File: config.mk
export PLATFORM = sky130hd
export DESIGN_NAME = analog_io_ctrl
export DESIGN_NICKNAME = d
export VERILOG_FILES = /design/src/rtl/analog_io_pkg.sv /design/src/rtl/sample_ram.sv /design/src/rtl/analog_io_ctrl.sv
export SDC_FILE = /design/constraint.sdc
export NUM_CORES = 2
export LEC_CHECK = 0
export BUFFER_PORTS_ARGS = -buffer_cell sky130_fd_sc_hd__buf_4
export CAP_MARGIN = 5
export CORE_MARGIN = 3
export CORE_UTILIZATION = 36
export CTS_CLUSTER_SIZE = 24
export DETAILED_ROUTE_END_ITERATION = 8
export PLACE_DENSITY = 0.6
export REMOVE_ABC_BUFFERS = 1
export SYNTH_ARGS = -nofsm -noshare
export SYNTH_HDL_FRONTEND = slang
export SYNTH_SLANG_ARGS = --single-unit
File: constraint.sdc
create_clock -name clk -period 14.27 [get_ports clk]
set_input_delay 0.7135 -clock clk [delete_from_list [all_inputs] [get_ports clk]]
set_output_delay 0.7135 -clock clk [all_outputs]
set_load 0.02 [all_outputs]
File: src/rtl/analog_io_pkg.sv
// Constants, register map and field layout of the analog I/O sampling controller.
package analog_io_pkg;
  localparam int NUM_CH = 2;
  localparam int CODE_W = 12;
  localparam int VAL_W = 16;
  localparam int DEPTH_W = 7;
  localparam int RAM_AW = 7;
  localparam int SUM_W = 20;
  // Scan tick: 2 ms at 40 MHz.
  localparam int CLK_FREQ_KHZ = 40000;
  localparam int TICK_TIME_US = 2000;
  localparam int TICK_CYCLES_DEF = CLK_FREQ_KHZ * TICK_TIME_US / 1000;
  localparam int TICK_CNT_W = 17;
  localparam logic [4:0] DIV_STEPS = 5'h14;
  // Register byte addresses.
  localparam logic [7:0] REG_AIN_CH1 = 8'h00;
  localparam logic [7:0] REG_AIN_CH2 = 8'h04;
  localparam logic [7:0] REG_VALID = 8'h08;
  localparam logic [7:0] REG_AOUT_CH1 = 8'h0C;
  localparam logic [7:0] REG_AOUT_CH2 = 8'h10;
  localparam logic [7:0] REG_CONFIG = 8'h14;
  localparam logic [7:0] REG_BOARD_TEMP = 8'h18;
  // Configuration register fields.
  localparam int CFG_DEPTH_LSB = 0;
  localparam int CFG_TC_DEPTH_LSB = 8;
  localparam int CFG_TC_MODE_BIT = 16;
  localparam int CFG_RANGE_LSB = 17;
  localparam int CFG_HOLD_LSB = 19;
  localparam logic [6:0] MAX_DEPTH = 7'h40;
  localparam logic [6:0] TC_STAGE1_COUNT = 7'h15;
  localparam logic [11:0] CURRENT_OFFSET = 12'h320;
  localparam logic [11:0] CODE_MAX = 12'hFFF;
  localparam logic [15:0] TC_SENTINEL_POS = 16'h7FFF;
  localparam logic [15:0] TC_SENTINEL_NEG = 16'h8000;
  localparam logic [15:0] CURRENT_VALUE_MIN = 16'hFC18;
  // Thermocouple codes beyond which the input counts as out of range.
  localparam logic [11:0] TC_HI_CODE = 12'hFF0;
  localparam logic [11:0] TC_LO_CODE = 12'h010;
  localparam logic [1:0] LAST_CH_SLOT = 2'h1;
  localparam logic [1:0] BOARD_SLOT = 2'h2;
endpackage

File: src/rtl/sample_ram.sv
// Sample history memory of the input averaging window, with registered read data.
`timescale 1ns/1ps
module sample_ram (
  input  wire logic                                 clk,
  input  wire logic                                 we,
  input  wire logic [analog_io_pkg::RAM_AW-1:0]     waddr,
  input  wire logic [analog_io_pkg::CODE_W-1:0]     wdata,
  input  wire logic [analog_io_pkg::RAM_AW-1:0]     raddr,
  output logic      [analog_io_pkg::CODE_W-1:0]     rdata
);
  import analog_io_pkg::*;

  logic [CODE_W-1:0] mem [2**RAM_AW];

  // Write port and registered read port; a read of the written word returns the old one.
  always_ff @(posedge clk) begin
    if (we) begin
      mem[waddr] <= wdata;
    end
    rdata <= mem[raddr];
  end
endmodule

File: src/rtl/analog_io_ctrl.sv
// Analog input scanning, averaging filters and analog output refresh controller.
// Operation
// - One input channel is sampled per 2 ms tick as a 12-bit code.
// - Each tick the newest sample is averaged with earlier ones up to depth.
// - Depth accepts 0 to 64; zero passes samples through unchanged.
// - Until depth samples are collected, valid is low and value reads zero.
// - One filter depth applies to all input channels.
// - Input codes 0 to 4095 cover the full voltage or current range.
// - In 4-20 mA range value is (raw-800)*1.25 rounded, down to -1000.
// - Valid word: bit 0 channel 1, bit 1 channel 2, 1 means valid.
// - Every 2 ms output values are read and driven to output terminals.
// - With hold enabled, a stopped program keeps the output at last value.
// - Offline or reset clears outputs and every retained output value.
// - Output codes 0 to 4095 span the full output range.
// - Thermocouple mode samples each channel, then board temperature, one per tick.
// - Twenty-one first-stage samples are averaged into a second-stage entry.
// - When second-stage count reaches the setting, entries are averaged again.
// - Thermocouple filter setting and range are shared by all channels.
// - Temperature becomes valid only after ticks*(channels+1)*21*setting.
// - Out of range input discards samples and reports 32767 or -32768.
// - Thermocouple setting zero disables the second averaging stage.
//
// Implementation choices: the address-and-strobe port and the address map.
`timescale 1ns/1ps
module analog_io_ctrl #(
  parameter int unsigned TICK_CYCLES = analog_io_pkg::TICK_CYCLES_DEF
) (
  input  wire logic                              clk,
  input  wire logic                              sys_rst,
  input  wire logic [7:0]                        reg_addr,
  input  wire logic [31:0]                       reg_wdata,
  input  wire logic                              reg_wr,
  input  wire logic                              reg_rd,
  output logic      [31:0]                       reg_rdata,
  input  wire logic                              prog_run,
  input  wire logic                              offline,
  output logic                                   adc_start,
  output logic      [1:0]                        adc_sel,
  input  wire logic                              adc_done,
  input  wire logic [analog_io_pkg::CODE_W-1:0]  adc_code,
  output logic                                   dac_load,
  output logic      [analog_io_pkg::CODE_W-1:0]  dac_code_ch1,
  output logic      [analog_io_pkg::CODE_W-1:0]  dac_code_ch2
);
  import analog_io_pkg::*;

  typedef enum {ST_IDLE, ST_CONV, ST_ACC, ST_DIV, ST_DONE} scan_state_e;
  typedef enum {DS_WIN, DS_TC1, DS_TC2} div_stage_e;

  scan_state_e       state;
  div_stage_e        stage;
  logic [TICK_CNT_W-1:0] tick_cnt;
  logic              tick;
  logic [1:0]        slot;
  logic [CODE_W-1:0] sample;
  logic [CODE_W-1:0] board_temp;
  logic [DEPTH_W-1:0] filt_depth;
  logic [DEPTH_W-1:0] tc_depth;
  logic              tc_mode;
  logic [NUM_CH-1:0] range_420;
  logic [NUM_CH-1:0] hold_en;
  logic [CODE_W-1:0] aout [NUM_CH];
  logic [VAL_W-1:0]  ain [NUM_CH];
  logic [NUM_CH-1:0] valid;
  logic [SUM_W-1:0]  win_sum [NUM_CH];
  logic [DEPTH_W-1:0] win_cnt [NUM_CH];
  logic [5:0]        win_ptr [NUM_CH];
  logic [SUM_W-1:0]  s1_sum [NUM_CH];
  logic [DEPTH_W-1:0] s1_cnt [NUM_CH];
  logic [SUM_W-1:0]  s2_sum [NUM_CH];
  logic [DEPTH_W-1:0] s2_cnt [NUM_CH];
  logic              pub_en;
  logic              pub_valid;
  logic              pub_sent;
  logic              pub_neg;
  logic [7:0]        div_rem;
  logic [SUM_W-1:0]  div_quo;
  logic [DEPTH_W-1:0] div_den;
  logic [4:0]        div_cnt;
  logic [CODE_W-1:0] ram_rdata;

  ////////////////////////////////////////////////////////////////////////////////
  // Decodes and datapath terms.

  // Register strobes and configuration fields, depths clamped to 64.
  wire              cfg_wr      = reg_wr && (reg_addr == REG_CONFIG);
  wire [DEPTH_W-1:0] wr_depth_raw = reg_wdata[CFG_DEPTH_LSB +: DEPTH_W];
  wire [DEPTH_W-1:0] wr_tc_raw   = reg_wdata[CFG_TC_DEPTH_LSB +: DEPTH_W];
  wire [DEPTH_W-1:0] wr_depth    = (wr_depth_raw > MAX_DEPTH) ? MAX_DEPTH : wr_depth_raw;
  wire [DEPTH_W-1:0] wr_tc_depth = (wr_tc_raw > MAX_DEPTH) ? MAX_DEPTH : wr_tc_raw;
  wire              clear_all   = cfg_wr && ((wr_depth != filt_depth) ||
                                  (wr_tc_depth != tc_depth) ||
                                  (reg_wdata[CFG_TC_MODE_BIT] != tc_mode));
  wire              ch          = slot[0];
  wire [1:0]        last_slot   = tc_mode ? BOARD_SLOT : LAST_CH_SLOT;

  // Running window: the oldest sample leaves once the window is full.
  wire              win_full  = win_cnt[ch] == filt_depth;
  wire [DEPTH_W-1:0] win_cnt_inc = DEPTH_W'(win_cnt[ch] + 7'h01);
  wire [SUM_W-1:0]  win_old   = win_full ? {8'h00, ram_rdata} : '0;
  wire [SUM_W-1:0]  win_next  = SUM_W'(win_sum[ch] + {8'h00, sample} - win_old);
  wire [DEPTH_W-1:0] ptr_inc  = DEPTH_W'({1'b0, win_ptr[ch]} + 7'h01);
  wire [5:0]        ptr_next  = (ptr_inc == filt_depth) ? 6'h00 : ptr_inc[5:0];
  wire              ram_we    = (state == ST_ACC) && !tc_mode && (filt_depth != '0);
  wire [RAM_AW-1:0] ram_addr  = {ch, win_ptr[ch]};

  // Thermocouple limits and stage sums.
  wire              tc_hi     = sample > TC_HI_CODE;
  wire              tc_lo     = sample < TC_LO_CODE;
  wire [SUM_W-1:0]  s1_next   = SUM_W'(s1_sum[ch] + {8'h00, sample});
  wire [SUM_W-1:0]  s2_next   = SUM_W'(s2_sum[ch] + div_quo);

  // Restoring divider step.
  wire [7:0]        div_shift = {div_rem[6:0], div_quo[SUM_W-1]};
  wire              div_fit   = div_shift >= {1'b0, div_den};

  // Current range scaling with rounding, clamped to the 12-bit top.
  wire signed [15:0] cur_x     = $signed({4'h0, div_quo[CODE_W-1:0]}) -
                                 $signed({4'h0, CURRENT_OFFSET});
  wire signed [15:0] cur_sc    = (cur_x + (cur_x <<< 2) + 16'sh0002) >>> 2;
  wire [15:0]       cur_word  = (cur_sc > $signed({4'h0, CODE_MAX})) ? {4'h0, CODE_MAX} :
                                cur_sc;
  wire [15:0]       code_word = {4'h0, div_quo[CODE_W-1:0]};
  wire [15:0]       ana_word  = !pub_valid ? 16'h0000 : (range_420[ch] ? cur_word : code_word);
  wire [15:0]       tc_word   = pub_sent ? (pub_neg ? TC_SENTINEL_NEG : TC_SENTINEL_POS) :
                                code_word;
  wire [15:0]       pub_word  = tc_mode ? tc_word : ana_word;

  ////////////////////////////////////////////////////////////////////////////////
  // Sample history memory.

  sample_ram u_ram (
    .clk   (clk),
    .we    (ram_we),
    .waddr (ram_addr),
    .wdata (sample),
    .raddr (ram_addr),
    .rdata (ram_rdata)
  );

  ////////////////////////////////////////////////////////////////////////////////
  // 2 ms tick divider.

  // One-cycle tick every TICK_CYCLES clocks.
  always_ff @(posedge clk) begin
    if (sys_rst || tick_cnt == TICK_CNT_W'(TICK_CYCLES - 1)) begin
      tick_cnt <= '0;
    end else begin
      tick_cnt <= tick_cnt + 1'b1;
    end
    tick <= !sys_rst && (tick_cnt == TICK_CNT_W'(TICK_CYCLES - 1));
  end

  ////////////////////////////////////////////////////////////////////////////////
  // Register file.

  // Configuration and output data; going offline drops every retained output value.
  always_ff @(posedge clk) begin
    if (sys_rst) begin
      filt_depth <= '0;
      tc_depth   <= '0;
      tc_mode    <= 1'b0;
      range_420  <= '0;
      hold_en    <= '0;
      aout       <= '{default: '0};
    end else begin
      if (cfg_wr) begin
        filt_depth <= wr_depth;
        tc_depth   <= wr_tc_depth;
        tc_mode    <= reg_wdata[CFG_TC_MODE_BIT];
        range_420  <= reg_wdata[CFG_RANGE_LSB +: NUM_CH];
        hold_en    <= reg_wdata[CFG_HOLD_LSB +: NUM_CH];
      end
      if (offline) begin
        aout <= '{default: '0};
      end else if (reg_wr && reg_addr == REG_AOUT_CH1) begin
        aout[0] <= reg_wdata[CODE_W-1:0];
      end else if (reg_wr && reg_addr == REG_AOUT_CH2) begin
        aout[1] <= reg_wdata[CODE_W-1:0];
      end
    end
  end

  // Read data stands in the cycle after the read strobe only.
  always_ff @(posedge clk) begin
    if (sys_rst || !reg_rd) begin
      reg_rdata <= '0;
    end else begin
      case (reg_addr)
        REG_AIN_CH1:    reg_rdata <= {16'h0000, ain[0]};
        REG_AIN_CH2:    reg_rdata <= {16'h0000, ain[1]};
        REG_VALID:      reg_rdata <= {30'h0, valid};
        REG_AOUT_CH1:   reg_rdata <= {20'h0, aout[0]};
        REG_AOUT_CH2:   reg_rdata <= {20'h0, aout[1]};
        REG_CONFIG:     reg_rdata <= {11'h0, hold_en, range_420, tc_mode, 1'b0, tc_depth,
                                      1'b0, filt_depth};
        REG_BOARD_TEMP: reg_rdata <= {20'h0, board_temp};
        default:        reg_rdata <= '0;
      endcase
    end
  end

  ////////////////////////////////////////////////////////////////////////////////
  // Analog output refresh.

  // Each tick the outputs follow the host data, are held, or fall to zero.
  always_ff @(posedge clk) begin
    if (sys_rst || offline) begin
      dac_load     <= 1'b0;
      dac_code_ch1 <= '0;
      dac_code_ch2 <= '0;
    end else begin
      dac_load <= tick;
      if (tick && (prog_run || !hold_en[0])) begin
        dac_code_ch1 <= prog_run ? aout[0] : '0;
      end
      if (tick && (prog_run || !hold_en[1])) begin
        dac_code_ch2 <= prog_run ? aout[1] : '0;
      end
    end
  end

  ////////////////////////////////////////////////////////////////////////////////
  // Scan, filter and publish sequencer.

  // One slot converted per tick, then filtered and published.
  always_ff @(posedge clk) begin
    if (sys_rst) begin
      state <= ST_IDLE;
      stage <= DS_WIN;
      slot <= '0;
      adc_start <= 1'b0;
      adc_sel <= '0;
      sample <= '0;
      board_temp <= '0;
      {pub_en, pub_valid, pub_sent, pub_neg} <= '0;
      {div_rem, div_quo, div_den, div_cnt} <= '0;
    end else begin
      adc_start <= 1'b0;
      pub_en <= 1'b0;
      case (state)
        ST_IDLE: begin
          pub_sent <= 1'b0;
          if (tick) begin
            adc_start <= 1'b1;
            adc_sel <= slot;
            state <= ST_CONV;
          end
        end
        ST_CONV: begin
          if (adc_done) begin
            sample <= adc_code;
            if (slot == BOARD_SLOT) begin
              board_temp <= adc_code;
              state <= ST_DONE;
            end else begin
              state <= ST_ACC;
            end
          end
        end
        ST_ACC: begin
          state <= ST_DONE;
          if (!tc_mode && filt_depth == '0) begin
            div_quo <= {8'h00, sample};
            pub_valid <= 1'b1;
            pub_en <= 1'b1;
          end else if (!tc_mode) begin
            if (win_full || win_cnt_inc == filt_depth) begin
              {div_rem, div_quo, div_den, div_cnt} <= {8'h00, win_next, filt_depth, DIV_STEPS};
              stage <= DS_WIN;
              state <= ST_DIV;
            end else begin
              pub_valid <= 1'b0;
              pub_en <= 1'b1;
            end
          end else if (tc_hi || tc_lo) begin
            pub_sent <= 1'b1;
            pub_neg <= tc_lo;
            pub_valid <= 1'b0;
            pub_en <= 1'b1;
          end else if (s1_cnt[ch] == TC_STAGE1_COUNT - 7'h01) begin
            {div_rem, div_quo, div_den, div_cnt} <= {8'h00, s1_next, TC_STAGE1_COUNT,
                                                     DIV_STEPS};
            stage <= DS_TC1;
            state <= ST_DIV;
          end
        end
        ST_DIV: begin
          if (div_cnt != '0) begin
            div_rem <= div_fit ? 8'(div_shift - {1'b0, div_den}) : div_shift;
            div_quo <= {div_quo[SUM_W-2:0], div_fit};
            div_cnt <= div_cnt - 5'h01;
          end else begin
            state <= ST_DONE;
            if (stage != DS_TC1 || tc_depth == '0) begin
              pub_valid <= 1'b1;
              pub_en <= 1'b1;
            end else if (s2_cnt[ch] == tc_depth - 7'h01) begin
              {div_rem, div_quo, div_den, div_cnt} <= {8'h00, s2_next, tc_depth,
                                                       DIV_STEPS};
              stage <= DS_TC2;
              state <= ST_DIV;
            end
          end
        end
        ST_DONE: begin
          slot <= (slot >= last_slot) ? 2'h0 : 2'(slot + 2'h1);
          state <= ST_IDLE;
        end
        default: state <= ST_IDLE;
      endcase
    end
  end

  // Per-channel filter state, cleared by reset or a change of filter settings.
  always_ff @(posedge clk) begin
    if (sys_rst || clear_all) begin
      win_sum <= '{default: '0};
      win_cnt <= '{default: '0};
      win_ptr <= '{default: '0};
      s1_sum <= '{default: '0};
      s1_cnt <= '{default: '0};
      s2_sum <= '{default: '0};
      s2_cnt <= '{default: '0};
      ain <= '{default: '0};
      valid <= '0;
    end else begin
      if (state == ST_ACC && !tc_mode && filt_depth != '0) begin
        win_sum[ch] <= win_next;
        win_ptr[ch] <= ptr_next;
        if (!win_full) begin
          win_cnt[ch] <= win_cnt_inc;
        end
      end
      if (state == ST_ACC && tc_mode && (tc_hi || tc_lo)) begin
        {s1_sum[ch], s1_cnt[ch], s2_sum[ch], s2_cnt[ch]} <= '0;
      end else if (state == ST_ACC && tc_mode) begin
        s1_sum[ch] <= (s1_cnt[ch] == TC_STAGE1_COUNT - 7'h01) ? '0 : s1_next;
        s1_cnt[ch] <= (s1_cnt[ch] == TC_STAGE1_COUNT - 7'h01) ? '0 : 7'(s1_cnt[ch] + 7'h01);
      end
      if (state == ST_DIV && div_cnt == '0 && stage == DS_TC1 && tc_depth != '0) begin
        s2_sum[ch] <= (s2_cnt[ch] == tc_depth - 7'h01) ? '0 : s2_next;
        s2_cnt[ch] <= (s2_cnt[ch] == tc_depth - 7'h01) ? '0 : 7'(s2_cnt[ch] + 7'h01);
      end
      if (pub_en) begin
        ain[ch] <= pub_word;
        valid[ch] <= pub_valid;
      end
    end
  end
endmodule

== Word-level counts from Yosys, hierarchy flattened ==
Memory sizes are Yosys's and may differ from the RTL's. A register that Yosys moved wholly into a read port is not among the register bits.
Index checks and enable logic that the tools add are counted.
Widths: inputs -> output; s select.
Word-level totals
  output and inout port bits: 60
  logic and storage cells: 335
  flip-flop bits (word level): 462
  input bits: 59
  memories: 1
  RAM bits: 1536
Operators by class
  equal/unequal tests: 43
  bitwise operators: 11
  reduce and logical (&&, ||, !) cells: 58
  order comparisons: 11
  $add $sub $neg: 16
  mux-type cells: 150
Memories
  u_ram.mem: words 128, width 12, rd ports 1, clocked after memory_dff 1, wr ports 1, line sample_ram.sv:13  | logic [CODE_W-1:0] mem [2**RAM_AW];
Operator list (number)
  $mux 32: 13
  $mux 20: 20
  $mux 7: 31
  $mux 40: 5
  $pmux 21 s7: 1
  $pmux 32 s4: 1
  $bwmux 40: 3
  $mux 16: 7
  $eq 32x2->1 const B: 3
  $eq 32x3->1 const B: 3
  $and 40x40->40: 2
  $mux 14: 5
  $pmux 32 s2: 1
  $bwmux 14: 3
  $add 20x12->20: 2
  $mux 5: 8
  $not 40->40: 1
  $pmux 20 s2: 1
  $mux 12: 3
  $bwmux 32: 1
  $eq 32x1->1 const B: 1
  $logic_not 32->1: 1
  $ne 32x2->1 const B: 1
  $mux 6: 5
  68 further kinds: 167

== Longest topological paths before layout ==
  depth in word-level cells: 11
  mapped depth: 23
  mapped depth without buffers: 17

== By module ==
A second synthesis with hierarchy kept.
Second synthesis, totals
  cell total of the unflattened synthesis: 5112
  area, all modules: 80990.2 um2
Modules (own cells, without submodules)
  sample_ram: area each 59125.5 um2, instances 1, sequential area each 46364.5 um2, cells each 2361
  analog_io_ctrl: area each 21864.7 um2, instances 1, sequential area each 7807.5 um2, cells each 2751

== Least setup slack after synthesis ==
Ideal clock, no wire load.
  path kind: register -> register
  start point: register slot[0]
  end point: register div_quo[19]
  clock period less this slack: 5.427 ns
  data required time: 14.150 ns
  setup time: 0.120 ns
  path buffers: 10
  arrival: 5.307 ns
  stages on the path, launching flop included: 23
  slack: 8.843 ns
  cell sequence: dfxtp_1 -> buf_6 -> buf_6 -> buf_6 -> buf_4 -> buf_2 -> buf_2 -> buf_2 -> buf_2 -> buf_2 -> buf_2 -> mux2i_1 -> fa_1 -> inv_1 -> ha_1 -> and3_1 -> a2111oi_1 -> o21a_1 -> o2111ai_1 -> a211oi_1 -> o31ai_1 -> and3_1 -> o31a_1
On the way
  word-level cells in the longest chain between the ends: 11
  elaborated cells on any way between the ends: 43
  those cells by class: add/sub: 5; eq/ne: 7; mux: 28; bitwise: 1; reduce/logical: 2
RTL lines
  start: declaration: line analog_io_ctrl.sv:54  | logic [1:0] slot;
  start signal: assignment: line analog_io_ctrl.sv:307  | slot <= (slot >= last_slot) ? 2'h0 : 2'(slot + 2'h1);
  $not 1->2 (implied by the code) *
  branches (longest 10 deep; another with $add 20x12->20)
  end signal: assignment: line analog_io_ctrl.sv:264  | div_quo <= {8'h00, sample};
  end signal: assignment: line analog_io_ctrl.sv:269  | {div_rem, div_quo, div_den, div_cnt} <= {8'h00, win_next, filt_depth, DIV_STEPS};
  end signal: assignment: line analog_io_ctrl.sv:282  | {div_rem, div_quo, div_den, div_cnt} <= {8'h00, s1_next, TC_STAGE1_COUNT,
  end: declaration: line analog_io_ctrl.sv:77  | logic [SUM_W-1:0] div_quo;
Mark *: on every way between the ends. The select of a mux whose other input is x is not followed.
A chain may end at the register's enable or synchronous reset.

== Worst setup path in the final report ==
  start point: register slot[0]
  end point: register div_quo[9]
The elaborated chain is that of the path after synthesis.

==> run metrics <==
die height=478 µm; Cells after Synth=6081; Inst Count DP=8974; Pwr Density=123 mW/mm²; Core Region=0.221 mm²; Slew Viols, Final=0; Worst Skew=58.8 ps; Startpoint Class=flop; Worst Tran Pin Value=1240 ps; CTS Buf Count=197; DP HPWL=153000 µm; GRT Util Overall=21.9%; Most common cell on crit path=and3_1; critical path class=reg2reg; share of cells above drive strength 1=12.7%; ranking of synthesized cells by area=edfxtp_1, dfxtp_1, a22oi_1, nand2_1, a21oi_1; Synthesis Warnings=0; GPL Wtd Cong=0.893; Final Critical Period=6540 ps; clk sink count=1938; post-CTS setup buffers=0; top post-synthesis cells by count=edfxtp_1, nand2_1, nor2_1, dfxtp_1, a21oi_1; Initial Util=36.3%; drt wl/cell=27.8 µm; Post-synth EDFFs=1536; share of the synthesized area in the top cell type=57.6%; grt ovf=0; max-cap viol count=0; largest net degree at the start of global routing=112; CP peak stage delay=790 ps; Worst slew margin=16.7%; final WL=260000 µm; CP Max Fanout=111; maximum buffer depth of the clock tree=3; worst-skew pair later-pin latency=860 ps; final setup TNS=0 ps; top-count cell post-synth=edfxtp_1; initial antenna violation count=3; Post-CTS Hold Buffers=0; drt first pass iters=8; post-synthesis sequential area ratio=67.6%; Yosys top cell by area=edfxtp_1; clk slew on worst S/H paths=60 ps; Crit. End Element=flop; Max Freq=153 MHz; via count=56.0k; total I/O pin count=119; ys async rst share=0%; Worst Path Required=14970 ps; Final nets=6373; Final Hold Viols=0; status=finished clean; top_reg_cell synth=edfxtp_1; Post-Syn Area per Cell=13.2 µm²; CP arrival=7250 ps; synth unique cells=108; Vias/cell=5.99; Syn-to-layout area delta=14.3%; final setup fails=0; unrepaired setup endpoints after global routing=false; area of the multi-input gates=0.0239 mm²; die area=0.228 mm²; number of synthesized register bits=1938; DRC Markers=0; Leak=0.0279 µW; first-pass GRT wire length=375000 µm; Crit-path slowest cell=dfxtp_4; Cell Rows=172; antenna viol nets, final=0; IO buf count=95; Critical Path, Cell by Cell=buf_12, mux2i_1, xnor2_1, nor2_1, and3_1, and2_1, fa_1, inv_1, ha_1, and3_1, a2111oi_1, o21a_1, o211ai_1, nor2b_1, a2111oi_0, or4_1, a21oi_1; CTS tree=done; Horiz. Die Dim=478 µm; Non-Filler Instances=9345; Root Buffer=clkbuf_16; PostCTS Resize Cnt=0; initial drt markers=7332; Final Cycle Share=45.9%; HP Class=in2reg; H-Tree Depth=4; Filler Cells Inserted=20.1k; placed standard-cell area=0.0849 mm²; number of global-route vias before repair=53.6k; Register Area=0.0542 mm²; Max IR drop VDD=108 µV; Netlist Area Pre-Place=0.0801 mm²; final instance area=0.0916 mm²
## sequential cells by signal (all words and copies together), names as in the netlist, 14 cells and up
signal,flops
win_cnt,14
s1_sum,40
ain,30
reg_rdata,21
tick_cnt,17
u_ram.mem,1536
s2_cnt,14
s1_cnt,14
win_sum,40
div_quo,20
aout,24
s2_sum,40
## where the power goes
group | total [µW] | switching [µW] | internal [µW]
Combinational | 53.8 | 39.1 | 14.7
Clock | 5240 | 2260 | 2980
Sequential | 6010 | 0.645 | 6010
Total | 11300 | 2300 | 9000
## cells by family (layout without fill, tap and decap cells)
| group | count (synthesis) | after routing | share of synthesized area (%) |
|---|---|---|---|
| adder cells (fa/ha/maj) | 99 | 99 | 1.70 |
| buffers and inverters | 527 | 822 | 2.90 |
| XOR/XNOR | 122 | 122 | 1.33 |
| multiplexers | 167 | 167 | 2.28 |
| flip-flops | 1938 | 1938 | 67.6 |
| other | 1 | 12 | 0.00468 |
| AND/OR/NAND/NOR | 1498 | 1498 | 8.49 |
| AO/OA/AOI/OAI | 1729 | 1729 | 15.7 |
## cell usage in the layout, fill, tap and decap left out, types with 98 or more instances in the layout
cell type,synthesis,routed
edfxtp_1,1536,1536
buf_4,24,341
nand3_1,136,136
nand2_1,534,531
a21oi_1,377,372
a211oi_1,104,104
a22o_1,111,111
mux2i_1,100,98
a221oi_1,146,146
clkbuf_16,0,199
nor2_1,471,448
a22oi_1,376,376
dfxtp_1,402,389
o21ai_0,130,128
a222oi_1,104,104
## stage by stage
stage | hold WS, ps | setup WS, ps | utilization, % | power [µW]
final | 156 | 7730 | 41.5 | 11300
after CTS | 113 | 7930 | 41.5 | 11400
after detailed placement | 443 | 7920 | 38.5 | 6180
after floorplan | 418 | -1.06 | - | 6150
after global routing | 123 | 7520 | 41.5 | 11600
after global placement | 427 | 7940 | 38.5 | 6180
## final timing paths
| kind | from | cells past startpoint | slack (ps) | endpoint |
|---|---|---|---|---|
| max | slot[0] | 17 | 7730 | div_quo[9] |
| min | reg_wdata[7] | 3 | 160 | aout[19] |
| max reg2reg | slot[0] | 17 | 7730 | div_quo[9] |
| min reg2reg | s1_sum[36] | 2 | 450 | s1_sum[36] |
## layout make-up
class	count	area share (%)
Tap cell	2958	4.04
Sequential cell	1938	59.2
Multi-Input combinational cell	3626	26.1
Timing Repair Buffer	349	2.97
Clock inverter	117	1.42
Antenna cell	1	0.00273
Inverter	103	0.426
Clock buffer	253	5.81
## per-layer routing
metal  track usage, %  wire length (µm)  up-vias
li1                 -                 -    24100
met1             29.7            104000    28300
met2             34.7            119000     3104
met3             4.71             27200      533
met4             8.08             10000        2
met5                0                13        -
## critical path: cells and delay by family (launching register included)
family | cells | cell delay [ps]
buf+inv | 2 | 730
xor+xnor | 1 | 90
fa+ha+maj | 2 | 690
mux | 1 | 350
simple gates | 6 | 1600
flops | 1 | 790
compound gates | 5 | 2060
Power figures use the tool's default switching activity.
